===== config.mk =====
export PLATFORM = sky130hd
export DESIGN_NAME = umes_channel
export DESIGN_NICKNAME = d
export VERILOG_FILES = /design/src/verilog/umes_channel.v
export VERILOG_INCLUDE_DIRS = /design/src /design/src/verilog
export SDC_FILE = /design/constraint.sdc
export NUM_CORES = 1
export LEC_CHECK = 0
export ABC_CLOCK_PERIOD_IN_PS = 3900
export BUFFER_PORTS_ARGS = -buffer_cell sky130_fd_sc_hd__buf_4
export CORE_MARGIN = 5
export CORE_UTILIZATION = 40
export DETAILED_ROUTE_END_ITERATION = 16
export PLACE_DENSITY = 0.67
export RECOVER_POWER = 50
export SYNTH_ARGS = -nofsm -noshare
export SYNTH_HDL_FRONTEND = slang
export SYNTH_SLANG_ARGS = --single-unit

===== constraint.sdc =====
create_clock -name clk -period 3.9 [get_ports clk]
set_input_delay 0.195 -clock clk [delete_from_list [all_inputs] [get_ports clk]]
set_output_delay 0.195 -clock clk [all_outputs]
set_load 0.005 [all_outputs]

===== src/verilog/umes_map.vh =====
// constants for the serial mode and receive-error status channel
// assumes a 32-bit axi4-lite slave, byte address = 4 * register index
`ifndef UMES_MAP_VH
`define UMES_MAP_VH
// register indices
`define UMES_MODE0_IDX   32'h0FFF_FA00
`define UMES_FLAGS0_IDX  32'hFFFF_FA03
`define UMES_MODE1_IDX   32'hFFFF_FA10
`define UMES_FLAGS1_IDX  32'hFFFF_FA13
`define UMES_TXB0_IDX    32'h0000_0001
`define UMES_RXB0_IDX    32'h0000_0002
`define UMES_TXB1_IDX    32'h0000_0011
`define UMES_RXB1_IDX    32'h0000_0012
// mode register fields
`define UMES_GATE_BIT    7
`define UMES_TXE_BIT     6
`define UMES_RXE_BIT     5
`define UMES_PAR_HI      4
`define UMES_PAR_LO      3
`define UMES_CL_BIT      2
`define UMES_SL_BIT      1
`define UMES_ISRM_BIT    0
// error flag fields
`define UMES_PE_BIT      2
`define UMES_FE_BIT      1
`define UMES_OVE_BIT     0
// reset values
`define UMES_MODE_RST    8'h01
`define UMES_FLAGS_RST   3'h0
`define UMES_BUF_RST     8'hFF
// bus responses
`define UMES_RESP_OKAY   2'h0
`define UMES_RESP_SLVERR 2'h2
// default oversampling ticks per bit
`define UMES_OVS         16
`endif


===== src/verilog/umes_channel.v =====
// one serial channel: mode control, error flags, receiver and transmitter
// assumes an axi4-lite master on clk and a base tick pulse from a baud generator
`timescale 1ns/1ns
`include "umes_map.vh"
module umes_channel #(
  parameter        ADDR_W    = 8,
  parameter        OVS       = `UMES_OVS,
  parameter [31:0] MODE_IDX  = `UMES_MODE0_IDX,
  parameter [31:0] FLAGS_IDX = `UMES_FLAGS0_IDX,
  parameter [31:0] TXB_IDX   = `UMES_TXB0_IDX,
  parameter [31:0] RXB_IDX   = `UMES_RXB0_IDX
) (
  // system
  input  wire              clk,
  input  wire              resetn,
  // base clock tick from the baud generator
  input  wire              baseTick,
  // axi write address
  input  wire              s_axi_awvalid,
  output wire              s_axi_awready,
  input  wire [ADDR_W-1:0] s_axi_awaddr,
  input  wire [2:0]        s_axi_awprot,
  // axi write data
  input  wire              s_axi_wvalid,
  output wire              s_axi_wready,
  input  wire [31:0]       s_axi_wdata,
  input  wire [3:0]        s_axi_wstrb,
  // axi write response
  output wire              s_axi_bvalid,
  input  wire              s_axi_bready,
  output wire [1:0]        s_axi_bresp,
  // axi read address
  input  wire              s_axi_arvalid,
  output wire              s_axi_arready,
  input  wire [ADDR_W-1:0] s_axi_araddr,
  input  wire [2:0]        s_axi_arprot,
  // axi read data
  input  wire              s_axi_rvalid_unused_n,
  output wire              s_axi_rvalid,
  input  wire              s_axi_rready,
  output wire [31:0]       s_axi_rdata,
  output wire [1:0]        s_axi_rresp,
  // serial pins
  input  wire              serialInPin,
  output wire              serialOutPin,
  // event pulses
  output wire              receiveCompleteIrq,
  output wire              receiveErrorIrq,
  output wire              transmitCompleteIrq
);

  // register selects
  localparam [2:0] SEL_NONE  = 3'h0;
  localparam [2:0] SEL_MODE  = 3'h1;
  localparam [2:0] SEL_FLAGS = 3'h2;
  localparam [2:0] SEL_TXB   = 3'h3;
  localparam [2:0] SEL_RXB   = 3'h4;
  // sequencer states shared by receiver and transmitter
  localparam [2:0] S_IDLE    = 3'h0;
  localparam [2:0] S_START   = 3'h1;
  localparam [2:0] S_DATA    = 3'h2;
  localparam [2:0] S_PAR     = 3'h3;
  localparam [2:0] S_STOP    = 3'h4;
  // ovs is cut to the 8-bit tick counters on purpose
  localparam [31:0] OVS_W    = OVS;
  localparam [7:0] OVS_M1    = OVS_W[7:0] - 8'h01;
  localparam [7:0] HALF_M1   = OVS_W[8:1] - 8'h01;

  // register decode shared by read and write paths
  function [2:0] regSel;
    input [ADDR_W-1:0] a;
    begin
      if (a[1:0] != 2'h0) regSel = SEL_NONE;
      else if (a[ADDR_W-1:2] == MODE_IDX[ADDR_W-3:0]) regSel = SEL_MODE;
      else if (a[ADDR_W-1:2] == FLAGS_IDX[ADDR_W-3:0]) regSel = SEL_FLAGS;
      else if (a[ADDR_W-1:2] == TXB_IDX[ADDR_W-3:0]) regSel = SEL_TXB;
      else if (a[ADDR_W-1:2] == RXB_IDX[ADDR_W-3:0]) regSel = SEL_RXB;
      else regSel = SEL_NONE;
    end
  endfunction

  // bus, register and sequencer state
  reg              awHeld_q;
  reg              wHeld_q;
  reg [ADDR_W-1:0] awAddr_q;
  reg [7:0]        wData_q;
  reg              wStrb0_q;
  reg              bvalid_q;
  reg [1:0]        bresp_q;
  reg              rvalid_q;
  reg [31:0]       rdata_q;
  reg [1:0]        rresp_q;
  reg [7:0]        mode_q;
  reg [2:0]        flags_q;
  reg [7:0]        rxBuf_q;
  reg              rxBufFull_q;
  reg              rxSync1_q;
  reg              rxSync2_q;
  reg [2:0]        rxState_q;
  reg [7:0]        rxCnt_q;
  reg [2:0]        rxBit_q;
  reg [7:0]        rxShift_q;
  reg              rxPar_q;
  reg              rxDoneIrq_q;
  reg              rxErrIrq_q;
  reg [7:0]        txBuf_q;
  reg              txBufFull_q;
  reg [2:0]        txState_q;
  reg [7:0]        txCnt_q;
  reg [2:0]        txBit_q;
  reg [7:0]        txShift_q;
  reg              txPar_q;
  reg              txStop_q;
  reg              txLine_q;
  reg              txDoneIrq_q;

  // mode field decode
  wire       gateOn  = mode_q[`UMES_GATE_BIT];
  wire       txOn    = gateOn & mode_q[`UMES_TXE_BIT];
  wire       rxOn    = gateOn & mode_q[`UMES_RXE_BIT];
  wire [1:0] parSel  = {mode_q[`UMES_PAR_HI], mode_q[`UMES_PAR_LO]};
  wire       len8    = mode_q[`UMES_CL_BIT];
  wire [2:0] lastBit = len8 ? 3'h7 : 3'h6;

  // write and read channel handshakes
  assign s_axi_awready = ~awHeld_q & ~bvalid_q;
  assign s_axi_wready  = ~wHeld_q & ~bvalid_q;
  assign s_axi_bvalid  = bvalid_q;
  assign s_axi_bresp   = bresp_q;
  assign s_axi_arready = ~rvalid_q;
  assign s_axi_rvalid  = rvalid_q;
  assign s_axi_rdata   = rdata_q;
  assign s_axi_rresp   = rresp_q;

  wire       doWrite  = awHeld_q & wHeld_q;
  wire [2:0] wSel     = regSel(awAddr_q);
  wire       modeWr   = doWrite & wStrb0_q & (wSel == SEL_MODE);
  wire       txbWrite = doWrite & wStrb0_q & (wSel == SEL_TXB) & txOn;
  wire       doRead   = s_axi_arvalid & ~rvalid_q;
  wire [2:0] rSel     = regSel(s_axi_araddr);
  wire       flagsRd  = doRead & (rSel == SEL_FLAGS);
  wire       rxbRd    = doRead & (rSel == SEL_RXB);

  // capture write address and data in either order, answer once both held
  always @(posedge clk or negedge resetn) begin
    if (!resetn) begin
      awHeld_q <= 1'b0;
      wHeld_q  <= 1'b0;
      awAddr_q <= {ADDR_W{1'b0}};
      wData_q  <= 8'h00;
      wStrb0_q <= 1'b0;
      bvalid_q <= 1'b0;
      bresp_q  <= `UMES_RESP_OKAY;
    end else begin
      if (s_axi_awvalid && s_axi_awready) begin
        awHeld_q <= 1'b1;
        awAddr_q <= s_axi_awaddr;
      end
      if (s_axi_wvalid && s_axi_wready) begin
        wHeld_q  <= 1'b1;
        wData_q  <= s_axi_wdata[7:0];
        wStrb0_q <= s_axi_wstrb[0];
      end
      if (doWrite) begin
        awHeld_q <= 1'b0;
        wHeld_q  <= 1'b0;
        bvalid_q <= 1'b1;
        bresp_q  <= (wSel == SEL_NONE) ? `UMES_RESP_SLVERR : `UMES_RESP_OKAY;
      end else if (s_axi_bready) begin
        bvalid_q <= 1'b0;
      end
    end
  end

  // read path, one cycle after the address is taken
  always @(posedge clk or negedge resetn) begin
    if (!resetn) begin
      rvalid_q <= 1'b0;
      rdata_q  <= 32'h0000_0000;
      rresp_q  <= `UMES_RESP_OKAY;
    end else if (doRead) begin
      rvalid_q <= 1'b1;
      rresp_q  <= `UMES_RESP_OKAY;
      rdata_q  <= 32'h0000_0000;
      if (rSel == SEL_MODE) rdata_q[7:0] <= mode_q;
      else if (rSel == SEL_FLAGS) rdata_q[2:0] <= flags_q;
      else if (rSel == SEL_TXB) rdata_q[7:0] <= txBuf_q;
      else if (rSel == SEL_RXB) rdata_q[7:0] <= rxBuf_q;
      else rresp_q <= `UMES_RESP_SLVERR;
    end else if (s_axi_rready) begin
      rvalid_q <= 1'b0;
    end
  end

  // mode register
  always @(posedge clk or negedge resetn) begin
    if (!resetn) mode_q <= `UMES_MODE_RST;
    else if (modeWr) mode_q <= wData_q;
  end

  // serial input synchroniser
  always @(posedge clk or negedge resetn) begin
    if (!resetn) begin
      rxSync1_q <= 1'b1;
      rxSync2_q <= 1'b1;
    end else begin
      rxSync1_q <= serialInPin;
      rxSync2_q <= rxSync1_q;
    end
  end

  wire       rxIn     = rxSync2_q;
  wire       frameEnd = rxOn & baseTick & (rxState_q == S_STOP) & (rxCnt_q == OVS_M1);
  wire [7:0] rxData   = len8 ? rxShift_q : {1'b0, rxShift_q[7:1]};
  wire       peNow    = frameEnd & parSel[1] & ((^rxData ^ rxPar_q) == parSel[0]);
  wire       feNow    = frameEnd & ~rxIn;
  wire       oveNow   = frameEnd & rxBufFull_q & ~rxbRd;
  wire       anyErr   = peNow | feNow | oveNow;

  // receive sequencer, idle while disabled
  always @(posedge clk or negedge resetn) begin
    if (!resetn) begin
      rxState_q <= S_IDLE;
      rxCnt_q   <= 8'h00;
      rxBit_q   <= 3'h0;
      rxShift_q <= 8'h00;
      rxPar_q   <= 1'b0;
    end else if (!rxOn) begin
      rxState_q <= S_IDLE;
      rxCnt_q   <= 8'h00;
    end else if (baseTick) begin
      case (rxState_q)
        S_IDLE: begin
          rxCnt_q <= 8'h00;
          if (!rxIn) rxState_q <= S_START;
        end
        S_START: begin
          if (rxCnt_q == HALF_M1) begin
            rxCnt_q   <= 8'h00;
            rxBit_q   <= 3'h0;
            rxState_q <= rxIn ? S_IDLE : S_DATA;
          end else rxCnt_q <= rxCnt_q + 8'h01;
        end
        S_DATA: begin
          if (rxCnt_q == OVS_M1) begin
            rxCnt_q   <= 8'h00;
            rxShift_q <= {rxIn, rxShift_q[7:1]};
            rxBit_q   <= rxBit_q + 3'h1;
            if (rxBit_q == lastBit) rxState_q <= (parSel == 2'h0) ? S_STOP : S_PAR;
          end else rxCnt_q <= rxCnt_q + 8'h01;
        end
        S_PAR: begin
          if (rxCnt_q == OVS_M1) begin
            rxCnt_q   <= 8'h00;
            rxPar_q   <= rxIn;
            rxState_q <= S_STOP;
          end else rxCnt_q <= rxCnt_q + 8'h01;
        end
        S_STOP: begin
          if (rxCnt_q == OVS_M1) rxState_q <= S_IDLE;
          else rxCnt_q <= rxCnt_q + 8'h01;
        end
        default: rxState_q <= S_IDLE;
      endcase
    end
  end

  // receive buffer, flags and receive events
  always @(posedge clk or negedge resetn) begin
    if (!resetn) begin
      rxBuf_q     <= `UMES_BUF_RST;
      rxBufFull_q <= 1'b0;
      flags_q     <= `UMES_FLAGS_RST;
      rxDoneIrq_q <= 1'b0;
      rxErrIrq_q  <= 1'b0;
    end else begin
      if (!gateOn) rxBuf_q <= `UMES_BUF_RST;
      else if (frameEnd && !oveNow) rxBuf_q <= rxData;
      if (!rxOn) rxBufFull_q <= 1'b0;
      else if (frameEnd && !oveNow) rxBufFull_q <= 1'b1;
      else if (rxbRd) rxBufFull_q <= 1'b0;
      // set wins over the read clear
      if (!rxOn) flags_q <= `UMES_FLAGS_RST;
      else flags_q <= (flagsRd ? `UMES_FLAGS_RST : flags_q) | {peNow, feNow, oveNow};
      rxDoneIrq_q <= frameEnd & (~anyErr | mode_q[`UMES_ISRM_BIT]);
      rxErrIrq_q  <= frameEnd & anyErr & ~mode_q[`UMES_ISRM_BIT];
    end
  end

  // transmitter: buffer, framing and line
  always @(posedge clk or negedge resetn) begin
    if (!resetn) begin
      txBuf_q     <= `UMES_BUF_RST;
      txBufFull_q <= 1'b0;
      txState_q   <= S_IDLE;
      txCnt_q     <= 8'h00;
      txBit_q     <= 3'h0;
      txShift_q   <= 8'h00;
      txPar_q     <= 1'b0;
      txStop_q    <= 1'b0;
      txLine_q    <= 1'b1;
      txDoneIrq_q <= 1'b0;
    end else if (!txOn) begin
      if (!gateOn) txBuf_q <= `UMES_BUF_RST;
      txBufFull_q <= 1'b0;
      txState_q   <= S_IDLE;
      txLine_q    <= 1'b1;
      txDoneIrq_q <= 1'b0;
    end else begin
      txDoneIrq_q <= 1'b0;
      if (txbWrite) begin
        txBuf_q     <= wData_q;
        txBufFull_q <= 1'b1;
      end
      case (txState_q)
        S_IDLE: begin
          if (txBufFull_q) begin
            txShift_q   <= len8 ? txBuf_q : {1'b0, txBuf_q[6:0]};
            txPar_q     <= parSel[1] & (^(len8 ? txBuf_q : {1'b0, txBuf_q[6:0]}) ^ ~parSel[0]);
            txBufFull_q <= txbWrite;
            txCnt_q     <= 8'h00;
            txLine_q    <= 1'b0;
            txState_q   <= S_START;
          end
        end
        default: begin
          if (baseTick) begin
            if (txCnt_q != OVS_M1) txCnt_q <= txCnt_q + 8'h01;
            else begin
              txCnt_q <= 8'h00;
              case (txState_q)
                S_START: begin
                  txLine_q  <= txShift_q[0];
                  txShift_q <= {1'b1, txShift_q[7:1]};
                  txBit_q   <= 3'h0;
                  txState_q <= S_DATA;
                end
                S_DATA: begin
                  if (txBit_q == lastBit) begin
                    txStop_q  <= 1'b0;
                    txLine_q  <= (parSel == 2'h0) ? 1'b1 : txPar_q;
                    txState_q <= (parSel == 2'h0) ? S_STOP : S_PAR;
                  end else begin
                    txLine_q  <= txShift_q[0];
                    txShift_q <= {1'b1, txShift_q[7:1]};
                    txBit_q   <= txBit_q + 3'h1;
                  end
                end
                S_PAR: begin
                  txLine_q  <= 1'b1;
                  txStop_q  <= 1'b0;
                  txState_q <= S_STOP;
                end
                default: begin
                  if (txStop_q == mode_q[`UMES_SL_BIT]) begin
                    txState_q   <= S_IDLE;
                    txDoneIrq_q <= 1'b1;
                  end else txStop_q <= 1'b1;
                end
              endcase
            end
          end
        end
      endcase
    end
  end

  // line is forced high the moment transmission is off
  assign serialOutPin        = txOn ? txLine_q : 1'b1;
  assign receiveCompleteIrq  = rxDoneIrq_q;
  assign receiveErrorIrq     = rxErrIrq_q;
  assign transmitCompleteIrq = txDoneIrq_q;

endmodule


# == Word-level counts from Yosys, hierarchy flattened ==
# Index checks and enable logic that the tools add are counted.
# W data, S select, Z words.
# word_totals
input_bits,68
elab_cells,272
output_inout_bits,45
register_bits,115
# classes
n_eq_ne,53
n_mux,103
n_reduce_logical,37
n_addsub,4
bitwise_logic,42
# ops
cell,n
$mux W8,24
$mux W3,32
$mux W1,32
$pmux W8 S4,1
$and A1 B1 Y1,24
$eq A6 B2 Y1 const B,4
$eq A3 B2 Y1 const B,7
$ne A3 B3 Y1 const B,7
$reduce_bool A2 Y1,9
$add A8 B1 Y8 const B,2
$pmux W8 S2,1
$reduce_xor A8 Y1,2
$pmux W3 S5,1
$reduce_and A7 Y1,2
$eq A3 B1 Y1 const B,4
$eq A6 B1 Y1 const B,2
$logic_not A6 Y1,2
$mux W2,6
$ne A2 B2 Y1 const B,6
$ne A3 B2 Y1 const B,4
$not A1 Y1,12
$pmux W3 S2,2
$reduce_and A4 Y1,3
$reduce_and A6 Y1,2
other kinds (29),48

# == Longest topological paths before layout ==
# Gate-level depths: netlist (run 1).
# logic_depth
ltp_word,14
mapped_depth,7
mapped_depth_nobuf,6

# == Least setup slack after synthesis (run 1) ==
# Ideal clock, no wire load.
# synth_timing
path_type,reg-to-reg
from,register awAddr_q[6]
to,register mode_q[1]
setup_slack_ps,1596
setup_time_ps,125
t_arrival_ps,2179
synth_period_minus_slack_ps,2304
path_buffers,1
path_stages_with_launch,7
required_time_ps,3775
path_cell_list,dfrtp_1 or4_1 or4_1 nor3b_2 nor2b_1 buf_4 mux2_2
# synth_via
elab_chain_len,8
elab_cells_between_ends,11
cone_classes,eq/ne: 4; mux: 5; bitwise: 1; reduce/logical: 1
# synth_lines
element,line_no,rtl
start: declaration,umes_channel.v:85,reg [ADDR_W-1:0] awAddr_q;
start signal: assignment,umes_channel.v:149,awAddr_q <= {ADDR_W{1'b0}};
start signal: assignment,umes_channel.v:157,awAddr_q <= s_axi_awaddr;
$eq A6 B2 Y1,umes_channel.v:77,else if (a[ADDR_W-1:2] == RXB_IDX[ADDR_W-3:0]) regSel = SEL_RXB;
$mux W3,umes_channel.v:77,
$mux W3,umes_channel.v:76,else if (a[ADDR_W-1:2] == TXB_IDX[ADDR_W-3:0]) regSel = SEL_TXB;
$mux W3,umes_channel.v:75,else if (a[ADDR_W-1:2] == FLAGS_IDX[ADDR_W-3:0]) regSel = SEL_FLAGS;
$mux W3 (*),umes_channel.v:74,else if (a[ADDR_W-1:2] == MODE_IDX[ADDR_W-3:0]) regSel = SEL_MODE;
$mux W3 (*),umes_channel.v:73,if (a[1:0] != 2'h0) regSel = SEL_NONE;
$eq A3 B1 Y1 (*),umes_channel.v:137,wire modeWr = doWrite & wStrb0_q & (wSel == SEL_MODE);
$and A1 B1 Y1 (*),umes_channel.v:137,
end signal: assignment,umes_channel.v:197,if (!resetn) mode_q <= `UMES_MODE_RST;
end signal: assignment,umes_channel.v:198,else if (modeWr) mode_q <= wData_q;
end: declaration,umes_channel.v:93,reg [7:0] mode_q;
# Every way passes the cells marked *; elsewhere a longest branch is shown, timed or not.
# A chain may end at the register's enable or synchronous reset.

# == Worst setup path after layout (run 1) ==
# layout_timing
from,register awAddr_q[6]
to,register mode_q[2]
# The elaborated chain is that of the path after synthesis.

==> metrics.cfg, run 1 <==
[global_routing]
first_global_vias = 4421
track_usage = 0.146
grt_max_degree = 50
grt_pass1_wl_um = 21100
grt.overflow.total = 0
grt_antenna_before_repair = 0

[worst_setup_path]
cell_with_the_largest_stage_delay_on_the_worst_path = sky130_fd_sc_hd__nor2b_1
crit_path_max_fanout = 8
timing.setup.critical_path_class = reg -> reg
cp_common_cell = sky130_fd_sc_hd__or4_1
end_kind = flip-flop
timing.critical_path.required_ns = 4.19
data_arrival_time_of_the_worst_path_ns = 3.17
crit_path_max_incr_delay_ns = 0.67
critical_path_launch_point_type = flip-flop
path_cells = or4_1 > or4_1 > nor3b_2 > nor2b_1 > mux2_2

[routing]
ant_nets = 0
drt-total-wl_um = 12400
dr_total_vias = 4306
detail_routed_net_length_per_standard_cell_um = 15.2
routed_via_density = 5.28
dr.pass1.iters = 5
drcViolationCount = 0
drt-initial-drc-count = 262

[power_and_ir_drop]
power.density_cell_area_nw_per_um2 = 465
static-leakage-power_nw = 3.09
power.ir.vdd_worst_v = 0.000377

[layout]
antenna-diode-count = 0
finalNonFillerCells = 815
area_growth_syn_to_layout_pct = 19.2
multi_input_comb_area_um2 = 2790
ff_latch_area_um2 = 2850
final_layout_size_suffix_gt1_frac = 0.273
final_cell_area_um2 = 7010
postLayoutCoreUtil = 0.484
fillers = 1277
final_nets = 690

[yosys]
synth-warning-count = 0
netlist_top_cells_area = sky130_fd_sc_hd__dfrtp_1, sky130_fd_sc_hd__mux2_2, sky130_fd_sc_hd__dfstp_2, sky130_fd_sc_hd__nand2_1, sky130_fd_sc_hd__buf_4
yosysMostFrequentCell = sky130_fd_sc_hd__dfrtp_1
dominant_cell_type_by_area_after_synthesis = sky130_fd_sc_hd__dfrtp_1
synth_largest_type_area_fraction = 0.396
async_reset_ff_frac = 1.00
netlist_instances = 556
ys_top_cells_by_count = sky130_fd_sc_hd__dfrtp_1, sky130_fd_sc_hd__nand2_1, sky130_fd_sc_hd__mux2_2
netlist_area_um2 = 5880
postSynthRegisterBits = 113
yosys.cell_types.count = 64
synth_flop_cell = sky130_fd_sc_hd__dfrtp_1
syn-mean-instance-area_um2 = 10.6
synth-edff-count = 0
post_synthesis_sequential_area_ratio = 0.485

[placed_design]
port-buffer-count = 52
dpl_cell_area_um2 = 6340
dp_hpwl_um = 8740
finalWeightedCongestion = 0.789
dp_slack_ns = 1.01
place.detailed.instances = 773

[timing]
post-route-min-period_ns = 2.87
setup_viol = 0
report.final.slew_viol_count = 50
finalHoldViolations = 0
final.setup.tns_ns = 0
timing.clock.skew_ns = 0.00882
setup_slack_ns = 1.03
worst_slew_pin_slew_ns = 2.65
grt_setup_unrepaired = false
max_freq_ghz = 0.348
final_worst_path_period_share = 0.737
maxSlewHeadroom = -0.768

[run]
maxCapViolCount = 1

[die]
rows = 44
die_width_um = 131
core_um2 = 14500
top_level_ports = 113
start_util = 0.406
die_area_um2 = 17200
die-height_um = 131

[clocking]
htreeDepth = 4
clock-sinks = 113
numCtsBuffers = 17
ctsRootBufferMaster = sky130_fd_sc_hd__clkbuf_16
clk_latency_ns = 0.41
clk_pin_slew_worst_paths_ns = 0.05
cts_tree = built
cts_buffer_depth = 2
post-cts-setup-buffer-count = 0

[run_status]
result_of_the_run = complete, but fails checks
violations = capacitance limit, slew limit

[worst_hold_path]
hold_path_class = in -> reg

-- kinds of logic (layout without fill, tap and decap cells) --
family | after synthesis | after routing | synth area share
AND/OR/NAND/NOR | 184 | 184 | 0.158
flip-flops | 113 | 113 | 0.485
AO/OA/AOI/OAI | 106 | 106 | 0.124
multiplexers | 68 | 68 | 0.132
buffers and inverters | 60 | 110 | 0.0572
XOR/XNOR | 20 | 20 | 0.0345
adder cells (fa/ha/maj) | 4 | 4 | 0.00851
other | 1 | 26 | 0.000637
-- timing repair --
action                                  4_1_cts  5_1_grt
resized for setup                             0        0
hold buffers                                 10        0
hold endpoints to repair                     49        0
endpoints found under the setup margin        0        0
-- placed cells by master, fill, tap and decap left out, types with 10 or more instances in the layout --
cell type                        n
sky130_fd_sc_hd__clkbuf_16      17
sky130_fd_sc_hd__a31oi_1        11
sky130_fd_sc_hd__buf_4          37
sky130_fd_sc_hd__nor2_1         37
sky130_fd_sc_hd__o21ai_0        33
sky130_fd_sc_hd__nand3_1        17
sky130_fd_sc_hd__mux2_2         49
sky130_fd_sc_hd__dfstp_2        19
sky130_fd_sc_hd__conb_1         26
sky130_fd_sc_hd__dlygate4sd3_1  10
sky130_fd_sc_hd__nand2b_1       16
sky130_fd_sc_hd__inv_1          11
sky130_fd_sc_hd__a21oi_1        17
sky130_fd_sc_hd__dfrtp_1        93
sky130_fd_sc_hd__nand2_1        57
sky130_fd_sc_hd__clkbuf_4       17
sky130_fd_sc_hd__mux2i_1        16
sky130_fd_sc_hd__xnor2_1        15
sky130_fd_sc_hd__nor2b_1        13
-- final timing paths --
path	startpoint	to	slack [ns]	cells past startpoint
max	awAddr_q[6]$_DFFE_PN0P_	mode_q[2]$_DFFE_PN0P_	1.03	5
min	s_axi_wdata[4]	wData_q[4]$_DFFE_PN0P_	0.02	2
max reg2reg	awAddr_q[6]$_DFFE_PN0P_	mode_q[2]$_DFFE_PN0P_	1.03	5
min reg2reg	rxSync1_q$_DFF_PN1_	rxIn$_DFF_PN1_	0.36	0
max in group asynchronous	resetn	txBuf_q[4]$_DFFE_PN1P_	1.13	3
min in group asynchronous	resetn	s_axi_rdata[5]$_DFFE_PN0P_	1.15	2
-- final cells by class --
class,instances,share of cell area
Sequential cell,113,0.407
Multi-Input combinational cell,408,0.398
Timing Repair Buffer,67,0.0737
Clock buffer,22,0.0676
Tap cell,184,0.0328
Clock inverter,10,0.0157
Inverter,11,0.00589
-- critical path: cells and delay by family (launching register included) --
family | cells | cell delay (ns)
AND/OR/NAND/NOR | 4 | 1.96
multiplexers | 1 | 0.42
flip-flops | 1 | 0.37
-- per-stage QoR --
step | total power, mW | hold slack [ns]
global route | 3.41 | 0.00774
global placement | 1.75 | 0.247
detailed placement | 1.77 | 0.257
floorplan | 1.63 | -0.101
finish | 3.26 | 0.0162
CTS | 3.31 | 0.00241
-- flip-flops by register name, summed over array words and instances, names as in the netlist, 3 cells and up --
name and cells:
txBit_q 3, rxState_q 3, rxCnt_q 8, flags_q 3, wData_q 8, txBuf_q 8, txCnt_q 8, mode_q 8
txShift_q 8, txState_q 3, awAddr_q 8, rxBit_q 3, rxShift_q 8, rxBuf_q 8, s_axi_rdata 8
-- power by group --
part	switching (mW)	internal, mW	leakage, nW
registers	0.102	1.30	1.36
logic	0.152	0.199	1.44
clock network	0.529	0.985	0.290
-- metal layers --
layer | GRT usage | wire length [um]
met3 | 0.0382 | 827
met5 | 0 | 0
met1 | 0.193 | 5750
met2 | 0.229 | 5620
met4 | 0.0611 | 215
Power figures use the tool's default switching activity.
==> inputs of run 2 (changes only) <==
--- a/config.mk
+++ b/config.mk
@@ -6,7 +6,8 @@
 export SDC_FILE = /design/constraint.sdc
 export NUM_CORES = 1
 export LEC_CHECK = 0
-export ABC_CLOCK_PERIOD_IN_PS = 3900
+export ABC_AREA = 1
+export ABC_CLOCK_PERIOD_IN_PS = 2650
 export BUFFER_PORTS_ARGS = -buffer_cell sky130_fd_sc_hd__buf_4
 export CORE_MARGIN = 5
 export CORE_UTILIZATION = 40
==> constraint.sdc (replaced) <==
create_clock -name clk -period 2.65 [get_ports clk]
set_input_delay 0.1325 -clock clk [delete_from_list [all_inputs] [get_ports clk]]
set_output_delay 0.1325 -clock clk [all_outputs]
set_load 0.005 [all_outputs]
==> run 2 against run 1 <==
  * Global-route usage increased by 0.80 points
  * Via count increased by 13%
  * The run now ends clean
  * Fmax increased by 45%
  * Flip-flop and latch count unchanged
  * Power increased by 54%
  * Final cell count increased by 23%
  * Highest routed layer unchanged
  * Combinational power increased by 120%
==> metrics.cfg, run 2 <==
[run_status]
result_of_the_run = complete, no violations

[global_routing]
grt_max_degree = 48
grt.overflow.total = 0
track_usage = 0.154
met3_global_route_usage = 0.0356
grt_pass1_wl_um = 22100
groute.layer.met2.usage = 0.235
grt.met1_usage = 0.216
grt_antenna_before_repair = 0
first_global_vias = 4549
top_usage_layer = met2

[layout]
final_nets = 874
final_layout_size_suffix_gt1_frac = 0.161
most-common-layout-cells = sky130_fd_sc_hd__nand2_1, sky130_fd_sc_hd__dfrtp_1, sky130_fd_sc_hd__inv_1
area_growth_syn_to_layout_pct = 21.4
antenna-diode-count = 0
layout_commonest_cell = sky130_fd_sc_hd__nand2_1

[yosys]
ys_top_cells_by_count = sky130_fd_sc_hd__nand2_1, sky130_fd_sc_hd__dfrtp_1, sky130_fd_sc_hd__inv_1
synth-edff-count = 0
syn-mean-instance-area_um2 = 8.22
yosys.cell_types.count = 49
netlist_area_um2 = 5880
synth_largest_type_area_fraction = 0.395
netlist_instances = 716
post_synthesis_sequential_area_ratio = 0.485
dominant_cell_type_by_area_after_synthesis = sky130_fd_sc_hd__dfrtp_1
synth_flop_cell = sky130_fd_sc_hd__dfrtp_1
async_reset_ff_frac = 1.00
synth-warning-count = 0
netlist_top_cells_area = sky130_fd_sc_hd__dfrtp_1, sky130_fd_sc_hd__nand2_1, sky130_fd_sc_hd__dfstp_2, sky130_fd_sc_hd__inv_1, sky130_fd_sc_hd__o21ai_0
yosysMostFrequentCell = sky130_fd_sc_hd__nand2_1
postSynthRegisterBits = 113

[timing]
maxSlewHeadroom = 0.214
setup_viol = 0
grt_setup_unrepaired = false
timing.clock.skew_ns = 0.00839
worst_slew_pin_slew_ns = 1.18
report.final.slew_viol_count = 0
post-route-min-period_ns = 1.98
finalHoldViolations = 0
max_freq_ghz = 0.505
final_worst_path_period_share = 0.748
worst_hold_slack_ns = 0.0719
final.setup.tns_ns = 0

[worst_setup_path]
end_kind = flip-flop
critical_path_launch_point_type = flip-flop
r2r_slack_ns = 0.67
crit_path_max_fanout = 16
timing.critical_path.buf_inv = 2
cell_with_the_largest_stage_delay_on_the_worst_path = sky130_fd_sc_hd__nor3_4
timing.reg2reg.worst_path_depth = 9
timing.critical_path.required_ns = 2.98
crit_path_max_incr_delay_ns = 0.48
timing.setup.critical_path_class = reg -> reg
path_cells = ha_1 > nand3_1 > nor2_1 > inv_1 > nand2_1 > inv_1 > nor3_4 > nor2_1 > a31oi_1
endpoint_of_the_worst_register_to_register_path = txShift_q[2]$_DFFE_PN0P_
timing.critical_path.from = txCnt_q[0]$_DFFE_PN0P_
regToRegStartpoint = txCnt_q[0]$_DFFE_PN0P_
cpLargestDelayFamily = simple AND/OR/NAND/NOR gates
data_arrival_time_of_the_worst_path_ns = 2.31

[run]
maxCapViolCount = 0

[placed_design]
finalWeightedCongestion = 0.833
dp_hpwl_um = 9430
port-buffer-count = 52

[power_and_ir_drop]
p_comb_frac = 0.152
design_power_total_mw = 5.01
switching_power_of_the_nets_mw = 1.35
power.sequential.fraction = 0.419
p_sw_frac = 0.270
p_clk_frac = 0.429
internal_power_mw = 3.66
static-leakage-power_nw = 3.38
power.density_cell_area_nw_per_um2 = 702
power.ir.vdd_worst_v = 0.000489

[die]
core_um2 = 14500
die-height_um = 131
die_width_um = 131
rows = 44
start_util = 0.406
top_level_ports = 113
die_area_um2 = 17200

[clocking]
clk_latency_ns = 0.41
htreeDepth = 4
cts_tree = built
ctsRootBufferMaster = sky130_fd_sc_hd__clkbuf_16
clock-sinks = 113
numCtsBuffers = 17
cts_buffer_depth = 2
post-cts-setup-buffer-count = 0
clk_pin_slew_worst_paths_ns = 0.05

[routing]
ant_nets = 0
drt-initial-drc-count = 363
drt-total-wl_um = 13000
dr.pass1.iters = 5
drcViolationCount = 0
detail_routed_net_length_per_standard_cell_um = 13.0
dr_total_vias = 4886
routed_via_density = 4.89

[worst_hold_path]
hold-path-cell-count = 4
hold_path_class = in -> reg
destination_of_the_worst_hold_path = s_axi_rdata[3]$_DFFE_PN0P_
holdCritStartpoint = s_axi_araddr[2]

run 2: cell types whose count changed after synthesis, moves of 10 or more:
cell	change
sky130_fd_sc_hd__nor2b_1	-13
sky130_fd_sc_hd__nand3_1	+13
sky130_fd_sc_hd__mux2i_1	-15
sky130_fd_sc_hd__nand2b_1	-16
sky130_fd_sc_hd__inv_1	+81
sky130_fd_sc_hd__o21ai_0	+33
sky130_fd_sc_hd__a21oi_1	+40
sky130_fd_sc_hd__mux2_2	-42
sky130_fd_sc_hd__nor2_1	+39
sky130_fd_sc_hd__clkbuf_1	-13
sky130_fd_sc_hd__nand2_1	+88
sky130_fd_sc_hd__nor3_1	+10
run 2: layout make-up:
type | count | area (um2)
inverter | 95 | 358
timing repair buffer | 79 | 638
multi-input combinational | 496 | 2510
sequential | 113 | 2850
clock inverter | 10 | 113
fill | 1385 | 7340
tap | 184 | 230
clock buffer | 22 | 444
run 2: tightest hold or removal path, delay by kind of cell:
kind	cells	cell delay, ns
AO/OA/AOI/OAI	1	0.07
AND/OR/NAND/NOR	2	0.12
buffers and inverters	1	0.11
run 2: power by group through the flow:
| stage | Combinational (mW) | Sequential, mW | Clock, mW |
|---|---|---|---|
| 6_report | 0.761 | 2.10 | 2.15 |
| 5_1_grt | 0.875 | 2.12 | 2.28 |
| 4_1_cts | 0.781 | 2.10 | 2.19 |
| 3_5_place_dp | 0.750 | 2.13 | 0 |
| 3_3_place_gp | 0.738 | 2.12 | 0 |
| 2_1_floorplan | 0.488 | 2.09 | 0 |
run 2: worst max path at each step:
stage / to / slack, ns / cells after the start
after floorplan: rxCnt_q[7]$_DFFE_PN0P_ / 0.97 / 12
after CTS: txShift_q[0]$_DFFE_PN0P_ / 0.67 / 9
after detailed placement: txShift_q[6]$_DFFE_PN0P_ / 0.67 / 9
final: txShift_q[2]$_DFFE_PN0P_ / 0.67 / 9
after global routing: txShift_q[2]$_DFFE_PN0P_ / 0.41 / 9
after global placement: txShift_q[7]$_DFFE_PN0P_ / 0.73 / 8
run 2: metrics by stage:
stage          worst slack (ns)   util  std cells  area [um2]
5_1_grt                   0.411  0.493        999        7140
3_5_place_dp              0.670  0.442        946        6390
6_report                  0.668  0.493        999        7140
4_1_cts                   0.674  0.495        999        7160
3_3_place_gp              0.726  0.442        946        6390
2_1_floorplan             0.965      -        741        5980
run 2: cell families (layout without fill, tap and decap cells):
kind of cell	count (synthesis)	after routing	synth area share
and+or+nand+nor	293	293	0.223
other	1	26	0.000637
muxes	8	8	0.0151
xor gates and xnor gates	14	14	0.0208
adders and majority gates	4	4	0.00851
DFF	113	113	0.485
AOI/OAI and AO/OA	151	151	0.141
buffers and inverters	132	206	0.105
run 2: layer usage:
metal,up-vias,routed length (um)
met5,-,0
met4,0,254
met3,20,658
met2,128,5910
met1,2287,6210
li1,2451,-
run 2: repair_timing:
| item | CTS | global route |
|---|---|---|
| hold buffers | 21 | 0 |
| gates resized for setup | 0 | 0 |
| hold endpoints to repair | 60 | 0 |
==> inputs of run 3 (changes only) <==
--- a/config.mk
+++ b/config.mk
@@ -7,12 +7,12 @@
 export NUM_CORES = 1
 export LEC_CHECK = 0
 export ABC_AREA = 1
-export ABC_CLOCK_PERIOD_IN_PS = 2650
+export ABC_CLOCK_PERIOD_IN_PS = 1800
 export BUFFER_PORTS_ARGS = -buffer_cell sky130_fd_sc_hd__buf_4
 export CORE_MARGIN = 5
 export CORE_UTILIZATION = 40
 export DETAILED_ROUTE_END_ITERATION = 16
-export PLACE_DENSITY = 0.67
+export PLACE_DENSITY = 0.69
 export RECOVER_POWER = 50
 export SYNTH_ARGS = -nofsm -noshare
 export SYNTH_HDL_FRONTEND = slang
==> constraint.sdc (replaced) <==
create_clock -name clk -period 1.8 [get_ports clk]
set_input_delay 0.09 -clock clk [delete_from_list [all_inputs] [get_ports clk]]
set_output_delay 0.09 -clock clk [all_outputs]
set_load 0.005 [all_outputs]
==> run 3 against run 2 <==
  * Core utilization grew 4.7 points
  * Clock power increased by 65%
  * Worst hold slack worse by 0.035 ns
  * Largest power group unchanged
  * Fmax grew 11%
  * Setup slack worse by 0.65 ns
  * Cell area grew 9.6%
  * Flip-flop and latch count did not move
  * Global-route usage grew 0.97 points
  * Power is 57% higher
==> metrics.cfg, run 3 (synthesis gave the netlist of run 2 again) <==
[clocking]
ctsRootBufferMaster = sky130_fd_sc_hd__clkbuf_16
clk_pin_slew_worst_paths_ns = 0.06
cts_buffer_depth = 2
cts_tree = built
numCtsBuffers = 17
htreeDepth = 4
clock-sinks = 113
clk_latency_ns = 0.42

[layout]
final_cell_area_um2 = 7830
ff_latch_area_um2 = 2860
most-common-layout-cells = sky130_fd_sc_hd__nand2_1, sky130_fd_sc_hd__dfrtp_1, sky130_fd_sc_hd__inv_1
final_nets = 922
final_layout_size_suffix_gt1_frac = 0.264
postLayoutCoreUtil = 0.541
fillers = 1290
finalNonFillerCells = 1047
multi_input_comb_area_um2 = 2700
area_growth_syn_to_layout_pct = 33.0
layout_commonest_cell = sky130_fd_sc_hd__nand2_1
antenna-diode-count = 0

[worst_setup_path]
crit_path_max_fanout = 3
crit_path_max_incr_delay_ns = 0.35
data_arrival_time_of_the_worst_path_ns = 2.13
end_kind = flip-flop
r2r_slack_ns = 0.02
timing.setup.critical_path_class = reg -> reg
timing.critical_path.buf_inv = 3
cell_with_the_largest_stage_delay_on_the_worst_path = sky130_fd_sc_hd__dfrtp_1
path_cells = ha_2 > nand2_2 > nor2_4 > inv_2 > nor2_4 > buf_6 > buf_6 > nand3_4 > a21oi_4 > nand2_1 > xor2_1 > a21oi_1
critical_path_launch_point_type = flip-flop
timing.critical_path.required_ns = 2.15
cpLargestDelayFamily = simple AND/OR/NAND/NOR gates

[global_routing]
track_usage = 0.164
grt_max_degree = 35
first_global_vias = 4867
grt_antenna_before_repair = 0
grt.overflow.total = 0
grt_pass1_wl_um = 23200

[run]
maxCapViolCount = 0

[placed_design]
dp_slack_ns = 0.00932
dp_hpwl_um = 9770
dpl_cell_area_um2 = 6640
port-buffer-count = 52
finalWeightedCongestion = 0.877
place.detailed.instances = 974

[routing]
dr.pass1.iters = 5
dr_total_vias = 5073
drt-initial-drc-count = 384
detail_routed_net_length_per_standard_cell_um = 13.7
routed_via_density = 4.85
drt-total-wl_um = 14400
ant_nets = 0
drcViolationCount = 0

[die]
core_um2 = 14500
rows = 44
top_level_ports = 113
start_util = 0.406
die_width_um = 131
die-height_um = 131
die_area_um2 = 17200

[timing]
report.final.slew_viol_count = 0
maxSlewHeadroom = 0.447
grt_setup_unrepaired = true
timing.clock.skew_ns = 0.0126
final.setup.tns_ns = 0
final_worst_path_period_share = 0.988
worst_slew_pin_slew_ns = 0.830
setup_slack_ns = 0.0221
post-route-min-period_ns = 1.78
max_freq_ghz = 0.562
setup_viol = 0
finalHoldViolations = 0
worst_hold_slack_ns = 0.0372

[power_and_ir_drop]
static-leakage-power_nw = 3.68
design_power_total_mw = 7.87
power.ir.vdd_worst_v = 0.000730
power.density_cell_area_nw_per_um2 = 1010

[run_status]
result_of_the_run = complete, no violations

[worst_hold_path]
hold_path_class = in -> reg

## run 3: cell count changes in the layout (fill, tap and decap cells not counted), sizes merged
cell and change:
bufinv +2, buf +59, nand2 +1, clkinv -1, clkbuf -16, nand4 +1
clkinvlp +2
## run 3: per-layer routing
| metal | vias to the layer above | routed length [um] | global-route usage |
|---|---|---|---|
| met3 | 26 | 653 | 0.0459 |
| met5 | - | 0 | 0 |
| met4 | 0 | 310 | 0.0686 |
| met1 | 2368 | 6500 | 0.215 |
| li1 | 2556 | - | - |
| met2 | 123 | 6900 | 0.256 |
## run 3: repair_timing
| item | CTS | global route |
|---|---|---|
| buffers inserted | 0 | 17 |
| pin swaps | 0 | 24 |
| setup endpoints to repair | 4 | 46 |
| hold endpoints to repair | 96 | 0 |
| gates cloned | 0 | 4 |
| hold buffers | 21 | 0 |
| resized for setup | 2 | 69 |
## run 3: report_power, final
group / leakage, nW / internal [mW] / switching (mW) / total (mW)
clock: 0.295 / 2.35 / 1.20 / 3.55
combinational: 2.00 / 0.518 / 0.716 / 1.23
sequential: 1.39 / 2.91 / 0.177 / 3.09
total: 3.68 / 5.78 / 2.09 / 7.87
## run 3: worst min-delay path, stage by stage
cell                      delay [ns]
sky130_fd_sc_hd__buf_4          0.16
sky130_fd_sc_hd__nand4_2        0.12
sky130_fd_sc_hd__o21ai_0        0.08
## run 3: final timing paths
kind                                   startpoint                         end  cells after the start
max                        rxCnt_q[1]$_DFFE_PN0P_      rxBit_q[2]$_DFFE_PN0P_                     12
min                                      baseTick      rxBuf_q[2]$_DFFE_PN1P_                      3
max reg2reg                rxCnt_q[1]$_DFFE_PN0P_      rxBit_q[2]$_DFFE_PN0P_                     12
min reg2reg                   rxSync1_q$_DFF_PN1_              rxIn$_DFF_PN1_                      0
max in group asynchronous                  resetn  s_axi_rresp[1]$_DFFE_PN0P_                      3
min in group asynchronous                  resetn     awAddr_q[6]$_DFFE_PN0P_                      2
## run 3: final cells by class
cell class / instances / area share
multi-input combinational: 498 / 0.345
inverter: 95 / 0.0465
timing repair buffer: 125 / 0.134
clock inverter: 13 / 0.0238
clock buffer: 19 / 0.0566
tap: 184 / 0.0294
sequential: 113 / 0.365
